--- config.mk ---
export PLATFORM = sky130hd
export DESIGN_NAME = supply_fault_supervisor
export DESIGN_NICKNAME = d
export VERILOG_FILES = /design/src/common/supply_fault_pkg.sv /design/src/logic/supply_fault_supervisor.sv
export SDC_FILE = /design/constraint.sdc
export NUM_CORES = 1
export LEC_CHECK = 0
export ABC_AREA = 1
export BUFFER_PORTS_ARGS = -buffer_cell sky130_fd_sc_hd__buf_2
export CAP_MARGIN = 20
export CORE_MARGIN = 2
export CORE_UTILIZATION = 37
export CTS_CLUSTER_DIAMETER = 40
export DETAILED_ROUTE_END_ITERATION = 6
export GPL_TIMING_DRIVEN = 1
export SYNTH_ARGS = -nofsm -noshare
export SYNTH_HDL_FRONTEND = slang
export SYNTH_SLANG_ARGS = --single-unit
export TNS_END_PERCENT = 100
--- constraint.sdc ---
create_clock -name clk -period 4.7 [get_ports clk]
set_input_delay 0.235 -clock clk [delete_from_list [all_inputs] [get_ports clk]]
set_output_delay 0.235 -clock clk [all_outputs]
set_load 0.02 [all_outputs]
--- src/common/supply_fault_pkg.sv ---
// Shared constants, field layouts and types of the supply fault supervisor
package supply_fault_pkg;
   // Clock and timing figures
   localparam int CLK_PERIOD_NS = 8;
   localparam int DEBOUNCE_NS   = 60000;
   localparam int HOLDOFF_NS    = 500000;
   localparam int DEBOUNCE_CYC  =
      (DEBOUNCE_NS + CLK_PERIOD_NS - 1) / CLK_PERIOD_NS;
   localparam int HOLDOFF_CYC   =
      (HOLDOFF_NS + CLK_PERIOD_NS - 1) / CLK_PERIOD_NS;
   localparam int TEST_CYC      = 16;
   localparam int SYNC_STAGES   = 2;

   // Register bus geometry and offsets
   localparam int ADDR_W = 8;
   localparam int DATA_W = 32;
   localparam logic [7:0] ADDR_FLAG   = 8'h00;
   localparam logic [7:0] ADDR_CLEAR  = 8'h04;
   localparam logic [7:0] ADDR_MASK   = 8'h08;
   localparam logic [7:0] ADDR_CONFIG = 8'h0C;
   localparam logic [7:0] ADDR_STATUS = 8'h10;

   // Field positions and reset values
   localparam int CFG_BUCKB_RST_BIT = 0;
   localparam int STAT_STATE_LSB    = 0;
   localparam int STAT_OSC_SEL      = 4;
   localparam int STAT_IRQ          = 5;
   localparam int STAT_BIST_ERR     = 6;
   localparam int STAT_HOST_RST     = 7;
   localparam int STAT_POWER_UP     = 8;
   localparam logic [31:0] MASK_RESET = 32'h0000_0000;
   localparam logic [31:0] CFG_RESET  = 32'h0000_0000;

   localparam int NUM_DET   = 21;
   localparam int NUM_FAULT = 23;

   // Detector flags, bit 0 is temp_shutdown
   typedef struct packed {
      logic battery_low;
      logic buck_a_over;
      logic buck_a_under;
      logic buck_a_overcurrent;
      logic buck_b_over;
      logic buck_b_under;
      logic buck_b_overcurrent;
      logic switched_rail_under;
      logic linreg_a_over;
      logic linreg_a_under_warn;
      logic linreg_a_under_reset;
      logic linreg_b_over;
      logic linreg_b_under;
      logic converter_rail_over;
      logic converter_rail_under;
      logic tracker_a_over;
      logic tracker_a_under;
      logic tracker_b_over;
      logic tracker_b_under;
      logic temp_warning;
      logic temp_shutdown;
   } det_t;

   // Latched fault word, as read from the flag register
   typedef struct packed {
      logic osc_fail;
      logic bist_fail;
      det_t det;
   } fault_t;

   // Commands to the regulators
   typedef struct packed {
      logic stop_all;
      logic buck_a_halt;
      logic buck_b_halt;
      logic buck_a_hiccup;
      logic buck_b_hiccup;
      logic protect_mode;
   } reg_cmd_t;

   typedef enum logic [2:0] {
      ST_DET_TEST,
      ST_LOGIC_TEST,
      ST_TEMP_TEST,
      ST_RUN,
      ST_HALT
   } bist_state_t;
endpackage

--- src/logic/supply_fault_supervisor.sv ---
// Fault response and power-up self-test supervisor for the supply rails
//
// Overview of operation
// Ignore detectors until self-test finishes
// Any over/under voltage drives interrupt low
// Buck B detector results stay latched; over/under actions use latched flags, overcurrent acts off the live view
// Buck B under-voltage needs 60us persistence
// Option: buck B under-voltage resets host
// Battery low stops every regulator, interrupts
// Buck A over-voltage halts both bucks
// Buck A under/overcurrent gives hiccup
// Linreg A first low asserts suspend
// Linreg A deep low resets host
// Linreg B low puts buck A hiccup
// Buck B over halts B, hiccups A
// Buck B under/overcurrent enters protect mode
// Other detectors only raise interrupt
// Shutdown temperature stops all operation
// Self-test runs while host reset held
// Detector test fail raises interrupt
// Timer logic fail blocks power-up
// Bad oscillator swapped out, interrupt raised
// Thermal path test fail raises interrupt
// Self-test error holds interrupt low
// Host clears flags by writing ones
// No interrupt re-assert for 500us
// Two-stage sync on comparator flags
// Interrupt is OR of unmasked flags
//
// Implementation choices: the register offsets and the address-and-strobe port.
`timescale 1ns/1ps
`default_nettype none

module supply_fault_supervisor
#(
   parameter int DEBOUNCE_CYC = supply_fault_pkg::DEBOUNCE_CYC,
   parameter int HOLDOFF_CYC  = supply_fault_pkg::HOLDOFF_CYC,
   parameter int TEST_CYC     = supply_fault_pkg::TEST_CYC
)
(
   input  wire logic                     clk,
   input  wire logic                     rst_b,
   input  wire supply_fault_pkg::det_t   det_in,
   input  wire logic                     bist_det_fail,
   input  wire logic                     bist_logic_fail,
   input  wire logic                     bist_temp_fail,
   input  wire logic                     osc_a_bad,
   input  wire logic                     osc_b_bad,
   input  wire logic [7:0]               addr,
   input  wire logic [31:0]              wdata,
   input  wire logic                     wr,
   input  wire logic                     rd,
   output logic [31:0]                   rdata,
   output logic                          fault_irq_n,
   output logic                          suspend_request_out,
   output logic                          host_reset_n,
   output logic                          power_up_enable,
   output supply_fault_pkg::reg_cmd_t    reg_cmd,
   output logic                          osc_select,
   output logic                          det_test_en,
   output logic                          logic_test_en,
   output logic                          temp_test_en
);

   localparam int DEB_W = $clog2(DEBOUNCE_CYC + 1);
   localparam int HO_W  = $clog2(HOLDOFF_CYC + 1);
   localparam int TC_W  = $clog2(TEST_CYC + 1);
   localparam int NF    = supply_fault_pkg::NUM_FAULT;
   localparam int ND    = supply_fault_pkg::NUM_DET;

   supply_fault_pkg::bist_state_t state;
   supply_fault_pkg::bist_state_t next_state;
   logic [TC_W-1:0]  phase_cnt;
   logic             phase_end;
   logic             bist_err;
   logic             next_bist_err;
   logic             active;

   logic [ND-1:0]    sync_a;
   logic [ND-1:0]    sync_b;
   supply_fault_pkg::det_t live;
   supply_fault_pkg::det_t qual;

   logic [DEB_W-1:0] deb_cnt;
   logic             deb_ok;

   supply_fault_pkg::fault_t flag;
   supply_fault_pkg::fault_t set_vec;
   logic [NF-1:0]    clr_vec;
   logic [NF-1:0]    next_flag;
   logic [NF-1:0]    mask;
   logic [31:0]      cfg;
   logic             buckb_rst_en;

   logic             pending;
   logic             irq_on;
   logic             next_irq;
   logic [HO_W-1:0]  holdoff;
   logic             osc_swap;

   supply_fault_pkg::reg_cmd_t next_cmd;
   logic             next_suspend_request_out;
   logic             next_host_rst_n;

   logic             wr_clear;
   logic             wr_mask;
   logic             wr_cfg;
   logic [31:0]      status_word;
   logic [31:0]      next_rdata;

   // Two-flop synchroniser per comparator flag
   genvar gi;
   generate
      for (gi = 0; gi < ND; gi++)
      begin : g_sync
         // two sync stages
         always_ff @(posedge clk)
         begin
            if (!rst_b)
            begin
               sync_a[gi] <= 1'b0;
               sync_b[gi] <= 1'b0;
            end
            else
            begin
               sync_a[gi] <= det_in[gi];
               sync_b[gi] <= sync_a[gi];
            end
         end
      end
   endgenerate

   assign live = supply_fault_pkg::det_t'(sync_b);

   // Buck B under-voltage glitch filter
   // 60us persistence counter
   always_ff @(posedge clk)
   begin
      if (!rst_b)
         deb_cnt <= '0;
      else if (!live.buck_b_under)
         deb_cnt <= '0;
      else if (!deb_ok)
         deb_cnt <= deb_cnt + DEB_W'(1);
   end

   assign deb_ok = (deb_cnt == DEB_W'(DEBOUNCE_CYC));

   // Qualified detector view; nothing counts before self-test ends
   always_comb
   begin
      qual = live;
      qual.buck_b_under = deb_ok;
      // gate until run
      if (!active)
         qual = '0;
   end

   // Self-test sequencer, one fixed slot per checked block
   assign phase_end = (phase_cnt == TC_W'(TEST_CYC - 1));
   assign active    = (state == supply_fault_pkg::ST_RUN);

   always_comb
   begin
      next_state    = state;
      next_bist_err = bist_err;
      unique case (state)
         supply_fault_pkg::ST_DET_TEST:
         begin
            // detector check
            if (phase_end)
            begin
               next_bist_err = bist_err | bist_det_fail;
               next_state    = supply_fault_pkg::ST_LOGIC_TEST;
            end
         end
         supply_fault_pkg::ST_LOGIC_TEST:
         begin
            // timer check blocks start
            if (phase_end)
            begin
               next_bist_err = bist_err | bist_logic_fail;
               next_state    = bist_logic_fail ?
                               supply_fault_pkg::ST_HALT :
                               supply_fault_pkg::ST_TEMP_TEST;
            end
         end
         supply_fault_pkg::ST_TEMP_TEST:
         begin
            // thermal path check
            if (phase_end)
            begin
               next_bist_err = bist_err | bist_temp_fail;
               next_state    = supply_fault_pkg::ST_RUN;
            end
         end
         supply_fault_pkg::ST_RUN:
            next_state = state;
         supply_fault_pkg::ST_HALT:
            next_state = state;
      endcase
   end

   // Sequencer registers
   always_ff @(posedge clk)
   begin
      if (!rst_b)
      begin
         state     <= supply_fault_pkg::ST_DET_TEST;
         phase_cnt <= '0;
         bist_err  <= 1'b0;
      end
      else
      begin
         state     <= next_state;
         bist_err  <= next_bist_err;
         phase_cnt <= (phase_end || next_state != state) ?
                      '0 : phase_cnt + TC_W'(1);
      end
   end

   // Test enables steer the analog test muxes
   assign det_test_en   = (state == supply_fault_pkg::ST_DET_TEST);
   assign logic_test_en = (state == supply_fault_pkg::ST_LOGIC_TEST);
   assign temp_test_en  = (state == supply_fault_pkg::ST_TEMP_TEST);

   // Oscillator cross-check; swap only to a healthy partner
   // switch to good oscillator
   assign osc_swap = osc_select ? (osc_b_bad & ~osc_a_bad)
                                : (osc_a_bad & ~osc_b_bad);

   always_ff @(posedge clk)
   begin
      if (!rst_b)
         osc_select <= 1'b0;
      else if (osc_swap)
         osc_select <= ~osc_select;
   end

   // Events that set latched flags
   // voltage detectors latch
   // interrupt-only detectors
   always_comb
   begin
      set_vec           = '0;
      set_vec.det       = qual;
      set_vec.bist_fail = next_bist_err & ~bist_err;
      // flag bad oscillator
      set_vec.osc_fail  = osc_a_bad | osc_b_bad;
   end

   // Bus decode
   assign wr_clear = wr && (addr == supply_fault_pkg::ADDR_CLEAR);
   assign wr_mask  = wr && (addr == supply_fault_pkg::ADDR_MASK);
   assign wr_cfg   = wr && (addr == supply_fault_pkg::ADDR_CONFIG);

   // write one clears
   assign clr_vec   = wr_clear ? wdata[NF-1:0] : '0;
   // Set beats a same-cycle clear so no event is lost
   assign next_flag = (flag & ~clr_vec) | set_vec;

   // Flags, mask and configuration
   always_ff @(posedge clk)
   begin
      if (!rst_b)
      begin
         flag <= '0;
         mask <= supply_fault_pkg::MASK_RESET[NF-1:0];
         cfg  <= supply_fault_pkg::CFG_RESET;
      end
      else
      begin
         // buck B stays latched
         flag <= next_flag;
         if (wr_mask)
            mask <= wdata[NF-1:0];
         if (wr_cfg)
            cfg <= wdata;
      end
   end

   assign buckb_rst_en = cfg[supply_fault_pkg::CFG_BUCKB_RST_BIT];

   // Interrupt: level from unmasked flags, with re-arm holdoff
   // OR of unmasked flags
   assign pending = |(flag & ~mask);

   always_comb
   begin
      // self-test error forces low
      if (bist_err)
         next_irq = 1'b1;
      else if (irq_on)
         next_irq = pending;
      // wait out holdoff
      else
         next_irq = pending && (holdoff == '0);
   end

   // Holdoff starts when software has cleared the interrupt
   always_ff @(posedge clk)
   begin
      if (!rst_b)
      begin
         irq_on  <= 1'b0;
         holdoff <= '0;
      end
      else
      begin
         irq_on <= next_irq;
         // load 500us holdoff
         if (irq_on && !next_irq)
            holdoff <= HO_W'(HOLDOFF_CYC);
         else if (holdoff != '0)
            holdoff <= holdoff - HO_W'(1);
      end
   end

   // Regulator commands; buck B over and under actions run off latched flags, buck B overcurrent off the live view
   always_comb
   begin
      // battery low stops all
      // shutdown temperature stops all
      next_cmd.stop_all      = qual.battery_low | qual.temp_shutdown;
      // buck A over halts bucks
      next_cmd.buck_a_halt   = qual.buck_a_over;
      // buck B over halts B
      next_cmd.buck_b_halt   = qual.buck_a_over | flag.det.buck_b_over;
      // buck A hiccup
      // linreg B low hiccup
      next_cmd.buck_a_hiccup = qual.buck_a_under
                             | qual.buck_a_overcurrent
                             | qual.linreg_b_under
                             | flag.det.buck_b_over;
      // buck B protect mode
      next_cmd.buck_b_hiccup = qual.buck_b_overcurrent
                             | flag.det.buck_b_under;
      next_cmd.protect_mode  = next_cmd.buck_b_hiccup;
   end

   // suspend on first low
   assign next_suspend_request_out = qual.linreg_a_under_warn;

   // Host reset: held through self-test, then fault driven
   // reset held during test
   // deep low resets host
   // optional buck B reset
   // Released on the same edge as power_up_enable, not a cycle later
   assign next_host_rst_n = ~((next_state != supply_fault_pkg::ST_RUN)
                              | qual.linreg_a_under_reset
                              | (buckb_rst_en & flag.det.buck_b_under));

   // Output flops
   always_ff @(posedge clk)
   begin
      if (!rst_b)
      begin
         reg_cmd             <= '0;
         suspend_request_out <= 1'b0;
         host_reset_n        <= 1'b0;
         power_up_enable     <= 1'b0;
         fault_irq_n         <= 1'b1;
      end
      else
      begin
         reg_cmd             <= next_cmd;
         suspend_request_out <= next_suspend_request_out;
         host_reset_n        <= next_host_rst_n;
         // no power-up after halt
         power_up_enable     <= (next_state == supply_fault_pkg::ST_RUN);
         // interrupt active low
         fault_irq_n         <= ~next_irq;
      end
   end

   // Status word shows the block's own state
   always_comb
   begin
      status_word = '0;
      status_word[supply_fault_pkg::STAT_STATE_LSB +: 3] = state;
      status_word[supply_fault_pkg::STAT_OSC_SEL]  = osc_select;
      status_word[supply_fault_pkg::STAT_IRQ]      = irq_on;
      status_word[supply_fault_pkg::STAT_BIST_ERR] = bist_err;
      status_word[supply_fault_pkg::STAT_HOST_RST] = ~host_reset_n;
      status_word[supply_fault_pkg::STAT_POWER_UP] = power_up_enable;
   end

   // Read mux; clear register and unmapped space read zero
   always_comb
   begin
      next_rdata = '0;
      unique case (addr)
         supply_fault_pkg::ADDR_FLAG:
            next_rdata[NF-1:0] = flag;
         supply_fault_pkg::ADDR_MASK:
            next_rdata[NF-1:0] = mask;
         supply_fault_pkg::ADDR_CONFIG:
            next_rdata = cfg;
         supply_fault_pkg::ADDR_STATUS:
            next_rdata = status_word;
         default:
            next_rdata = '0;
      endcase
   end

   // Read data stands one cycle after the strobe only
   always_ff @(posedge clk)
   begin
      if (!rst_b)
         rdata <= '0;
      else if (rd)
         rdata <= next_rdata;
      else
         rdata <= '0;
   end

endmodule

`default_nettype wire

# After elaboration in Yosys (flattened, before gate mapping)
# Cells that the tools add are included.
# W data, S select, Z words.
[op_classes] n_addsub=3 multipliers=0 div=0 magnitude_cmp=0 eq_ne=13 n_shift=0 muxes=17 bitwise_logic=29 n_reduce_logical=19
[op_table] cell="$pmux W23 S4" n=1
[op_table] cell="$and A23 B23 Y23" n=2
[op_table] cell="$not A23 Y23" n=2
[op_table] cell="$mux W16" n=2
[op_table] cell="$mux W23" n=1
[op_table] cell="$or A23 B23 Y23" n=1
[op_table] cell="$reduce_or A23 Y1" n=1
[op_table] cell="$mux W21" n=1
[op_table] cell="$eq A8 B4 Y1 const B" n=2
[op_table] cell="$logic_not A16 Y1" n=1
[op_table] cell="$reduce_bool A16 Y1" n=1
[op_table] cell="$sub A16 B1 Y16 const B" n=1
[op_table] cell="$add A13 B1 Y13 const B" n=1
[op_table] cell="$eq A13 B13 Y1 const B" n=1
[op_table] cell="$mux W3" n=4
[op_table] cell="$or A1 B1 Y1" n=12
[op_table] cell="$pmux W3 S4" n=1
[op_table] cell="$eq A3 B2 Y1 const B" n=3
[op_table] cell="$eq A8 B3 Y1 const B" n=1
[op_table] cell="$eq A8 B5 Y1 const B" n=1
[op_table] cell="$logic_not A8 Y1" n=1
[op_table] cell="$not A1 Y1" n=8
[op_table] cell="$mux W1" n=6
[op_table] cell="$reduce_or A2 Y1" n=3
[op_table] cell="other kinds (15)" n=23
[word_totals] reg_bits=201 latch_bits=0 ramBits=0 rom_bits=0 elab_cells=167 memories=0

# Depth between registers and ports, before layout
[depth] ltp_word=9 ltp_mapped=11 ltp_nobuf=11

# Worst setup path after synthesis
# No wires, ideal clock.
[synth_path] path_type="register to register" start="register phase_cnt[0]" end="register phase_cnt[2]" setup_ns=0.138 arrival_time_ns=1.439 t_required_ns=4.562 slack_ns=3.124 path_stages_with_launch=8 path_cell_list="dfxtp_1 -> ha_1 -> and3_1 -> ha_1 -> nand2_1 -> inv_1 -> o21ai_0 -> nor3_1"
[synth_between] elab_chain_cells=6 elab_cells_between_ends=9
[synth_lines] item="start: declaration" line="supply_fault_supervisor.sv:73" rtl="logic [TC_W-1:0] phase_cnt;"
[synth_lines] item="start signal: assignment" line="supply_fault_supervisor.sv:217" rtl="phase_cnt <= (phase_end || next_state != state) ?"
[synth_lines] item="$eq A5 B4 Y1" line="supply_fault_supervisor.sv:160" rtl="assign phase_end = (phase_cnt == TC_W'(TEST_CYC - 1));"
[synth_lines] item="$mux W3, on equally long branches" line="supply_fault_supervisor.sv:191, supply_fault_supervisor.sv:171, supply_fault_supervisor.sv:180"
[synth_lines] item="$pmux W3 S4" line="supply_fault_supervisor.sv:167" rtl="unique case (state)"
[synth_lines] item="$ne A3 B3 Y1" line="supply_fault_supervisor.sv:217"
[synth_lines] item="$logic_or A1 B1 Y1" line="supply_fault_supervisor.sv:217"
[synth_lines] item="$reduce_or A2 Y1 (no source line)"
# Parallel ways exist; a longest one is shown, timed or not.
# A chain may end at the register's enable or synchronous reset.

# Worst setup path after layout
# Same ends and word-level chain as after synthesis.

==> impl_results.md <==
- Crit end category: flop
- Post-Synth XOR/XNOR Area: 1.20%
- Worst path slowest cell: o21ai_0
- Synthesized cell area: 8040 sq um
- Setup Viol. Count Final: 0
- RSZ-0062 raised after global routing: false
- RePlAce Congestion: 0.871
- Commonest register cell after synthesis: dfxtp_1
- Multi-input gate area: 3200 sq um
- Postcts setup bufs: 0
- Grt total ovfl: 0
- Area delta synth->final: 28.3%
- Pre-Repair DR Iteration Count: 4
- Clk slew on worst S/H paths: 50 ps
- Hold WC Path Type: input pin to flop
- Die Ht: 151 um
- Relative slew slack: 30.7%
- FF+latch count, synth: 201
- Vias in the first global route: 6656
- VDD IR max: 254 uV
- Post-route DRC: 0
- Worst path most repeated cell: ha_1
- Worst slew pin tran: 1040 ps
- Fillcell total: 2112
- Port-buffer cells: 115
- DP Wirelength: 13.8 mm
- Skew final: 25.3 ps
- Required time worst endpoint: 5090 ps
- Row Count: 53
- Synth Area in Compound Gates: 14.0%
- Adder-cell share of the synthesized area: 1.09%
- TritonCTS clock tree: built
- Pwr dens: 481 nW/um^2
- DR iter-0 viols: 273
- Antenna-violating nets left: 0
- Final hold violations: 0
- # nets final: 1287
- Main combinational cell family by area after synthesis: simple AND/OR/NAND/NOR gates
- Yosys top cell area share: 50.1%
- WL per Instance: 13.5 um
- Post-Syn Nets: 1126
- Critical-path maximum fanout: 5
- Vias per std cell: 4.59
- Starting Density: 38.0%
- Post-Synth Simple-Gate Area: 23.5%
- Slew Limit Fails: 0
- Status: completed
- Avg Inst Size Synth: 7.66 sq um
- Top delay family on crit path: adder cells
- Htree depth: 1
- TNS Setup: 0 ps
- Fmax: 0.564 GHz
- WHS: 16.0 ps
- YS warnings: 0
- Proportion of synthesized area in mux cells: 0%
- Sequential fraction of the synthesis area: 50.1%
- Die Area: 22900 sq um
- Tot Pwr: 0.00496 W
- Global-route wire length before repair: 32.6 mm
- Clock Sinks: 201
- Cells after DPL: 1404
- Yosys cell types: 40
- Synth top cells by count: nand2_1 (236), dfxtp_1 (201), inv_1 (159), nor2_1 (133), a21oi_1 (62)
- Buf/Inv on CP: 1
- Max-cap violations: 0
- GRT Total Usage: 17.9%
- Most frequent cell after synthesis: nand2_1
- CORE AREA: 21200 sq um
- Cell Chain, Critical Path: ha_1, and3_1, ha_1, nand2_1, inv_1, o21ai_0, nor3_1
- Critical path class: flop to flop
- Die Wd: 151 um
- Crit path time final: 1770 ps
- Clock tree root buffer cell: clkbuf_16
- Peak per-stage delay on the critical path: 450 ps
- Worst Setup Start Kind: flop
- Via count: 6916
- Layout cells sized above 1: 16.7%
- Largest area contributor in the netlist: dfxtp_1
- Drt total wl: 20.4 mm
- # IOs: 116
- Non-filler cells, final: 1508
- EDFF count, synth: 0
- Worst-Skew Late Latency: 540 ps
- Ranking of synthesized cells by area: dfxtp_1 (50%), nand2_1 (11%), inv_1 (7.4%)
- Ys async rst share: 0%
- CP arrival: 2160 ps
- Sequential Area: 4020 sq um
- Post-route clock period utilization: 37.7%
- Synthesized netlist cell count: 1049
- P_leak: 4.82 nW
- Largest net degree at the start of global routing: 65
- Initial antenna violation count: 0
- Total CTS buffers: 30
- N_diodes: 0
- CTS max path bufs: 3
-- kinds of logic (layout without fill, tap and decap cells) --
group	after synthesis	in the layout
AO/OA/AOI/OAI	181	181
AND/OR/NAND/NOR	449	449
adder cells (fa/ha/maj)	7	7
flip-flops	201	201
XOR/XNOR	11	11
buffers and inverters	200	384
-- worst reg2reg max path: cells and delay by family, from the launching register on --
family	cells	cell delay, ps
DFF	1	320
adders and majority gates	2	450
buffers and inverters	1	50
AOI/OAI and AO/OA	1	450
and+or+nand+nor	3	370
-- layer usage --
layer / part of all wire (%) / vias up / track usage, %
met2: 47 / 160 / 30.5
met1: 46 / 3090 / 23.0
met4: 2.4 / 0 / 6.07
met5: 0 / - / 0
met3: 5.3 / 33 / 3.16
li1: - / 3633 / -
-- what timing repair did --
action / CTS / global route
resized for setup: 0 / 0
hold endpoints to repair: 52 / 0
hold buffers: 49 / 0
setup endpoints to repair: 0 / 0
-- sequential cells by signal, summed over array words and instances, names as in the netlist, 3 cells and up --
name,cells
cfg,32
deb_cnt,13
flag,23
holdoff,16
live,21
mask,23
phase_cnt,5
rdata,32
reg_cmd,5
state,3
sync_a,21
-- cell type report --
class,instances,share of cell area (%)
clock buffer,38,7.86
clock inverter,17,2.37
multi-input combinational,648,31.0
sequential,201,39.0
tap,275,3.34
timing repair buffer,166,10.5
inverter,163,5.93
-- placed cells by master (no fill, tap or decap), types with 2 or more instances in the layout --
master / netlist / layout
clkbuf_1: 15 / 5
o21ai_1: 6 / 6
clkbuf_16: 0 / 30
or2_2: 2 / 2
dlygate4sd3_1: 0 / 49
ha_1: 7 / 7
xor2_1: 8 / 8
nand2_1: 236 / 236
o211ai_1: 20 / 20
buf_4: 11 / 2
nor4_1: 2 / 2
a211oi_1: 6 / 6
clkinv_2: 0 / 4
inv_2: 3 / 4
nor2_2: 4 / 4
nor2_1: 133 / 133
a21o_1: 2 / 2
nor3_1: 13 / 13
a31oi_1: 9 / 9
o21a_1: 2 / 2
inv_1: 159 / 158
clkinvlp_4: 0 / 3
nand2_4: 2 / 2
nand4_1: 6 / 6
o21ai_0: 54 / 54
bufinv_16: 0 / 5
nand2_2: 3 / 3
a211oi_2: 17 / 17
xnor2_1: 3 / 3
dfxtp_1: 201 / 201
clkbuf_8: 0 / 3
clkinv_4: 0 / 3
nand3_1: 40 / 40
a21oi_1: 62 / 62
buf_2: 8 / 115
nor2_8: 3 / 3
-- power by group --
group | switching (W) | total [W] | internal, W | leakage, nW
registers | 0.0000755 | 0.00188 | 0.00180 | 1.63
clock network | 0.000797 | 0.00229 | 0.00150 | 0.508
logic | 0.000484 | 0.000787 | 0.000304 | 2.68
-- final timing paths --
path	slack, ps	cells past startpoint	end	start
min	20	3	cfg[17]	wdata[17]
max	2930	7	phase_cnt[2]	phase_cnt[0]
max reg2reg	2930	7	phase_cnt[2]	phase_cnt[0]
min reg2reg	410	2	live[6]	sync_a[6]
-- metrics by stage --
step,util (%),instance area [sq um],setup WS (ps)
3_3_place_gp,41.5,8770,2470
4_1_cts,48.8,10300,2930
2_1_floorplan,-,8040,3120
3_5_place_dp,41.5,8770,2460
6_report,48.8,10300,2930
5_1_grt,48.8,10300,2730
(Power assumes the default switching activity.)
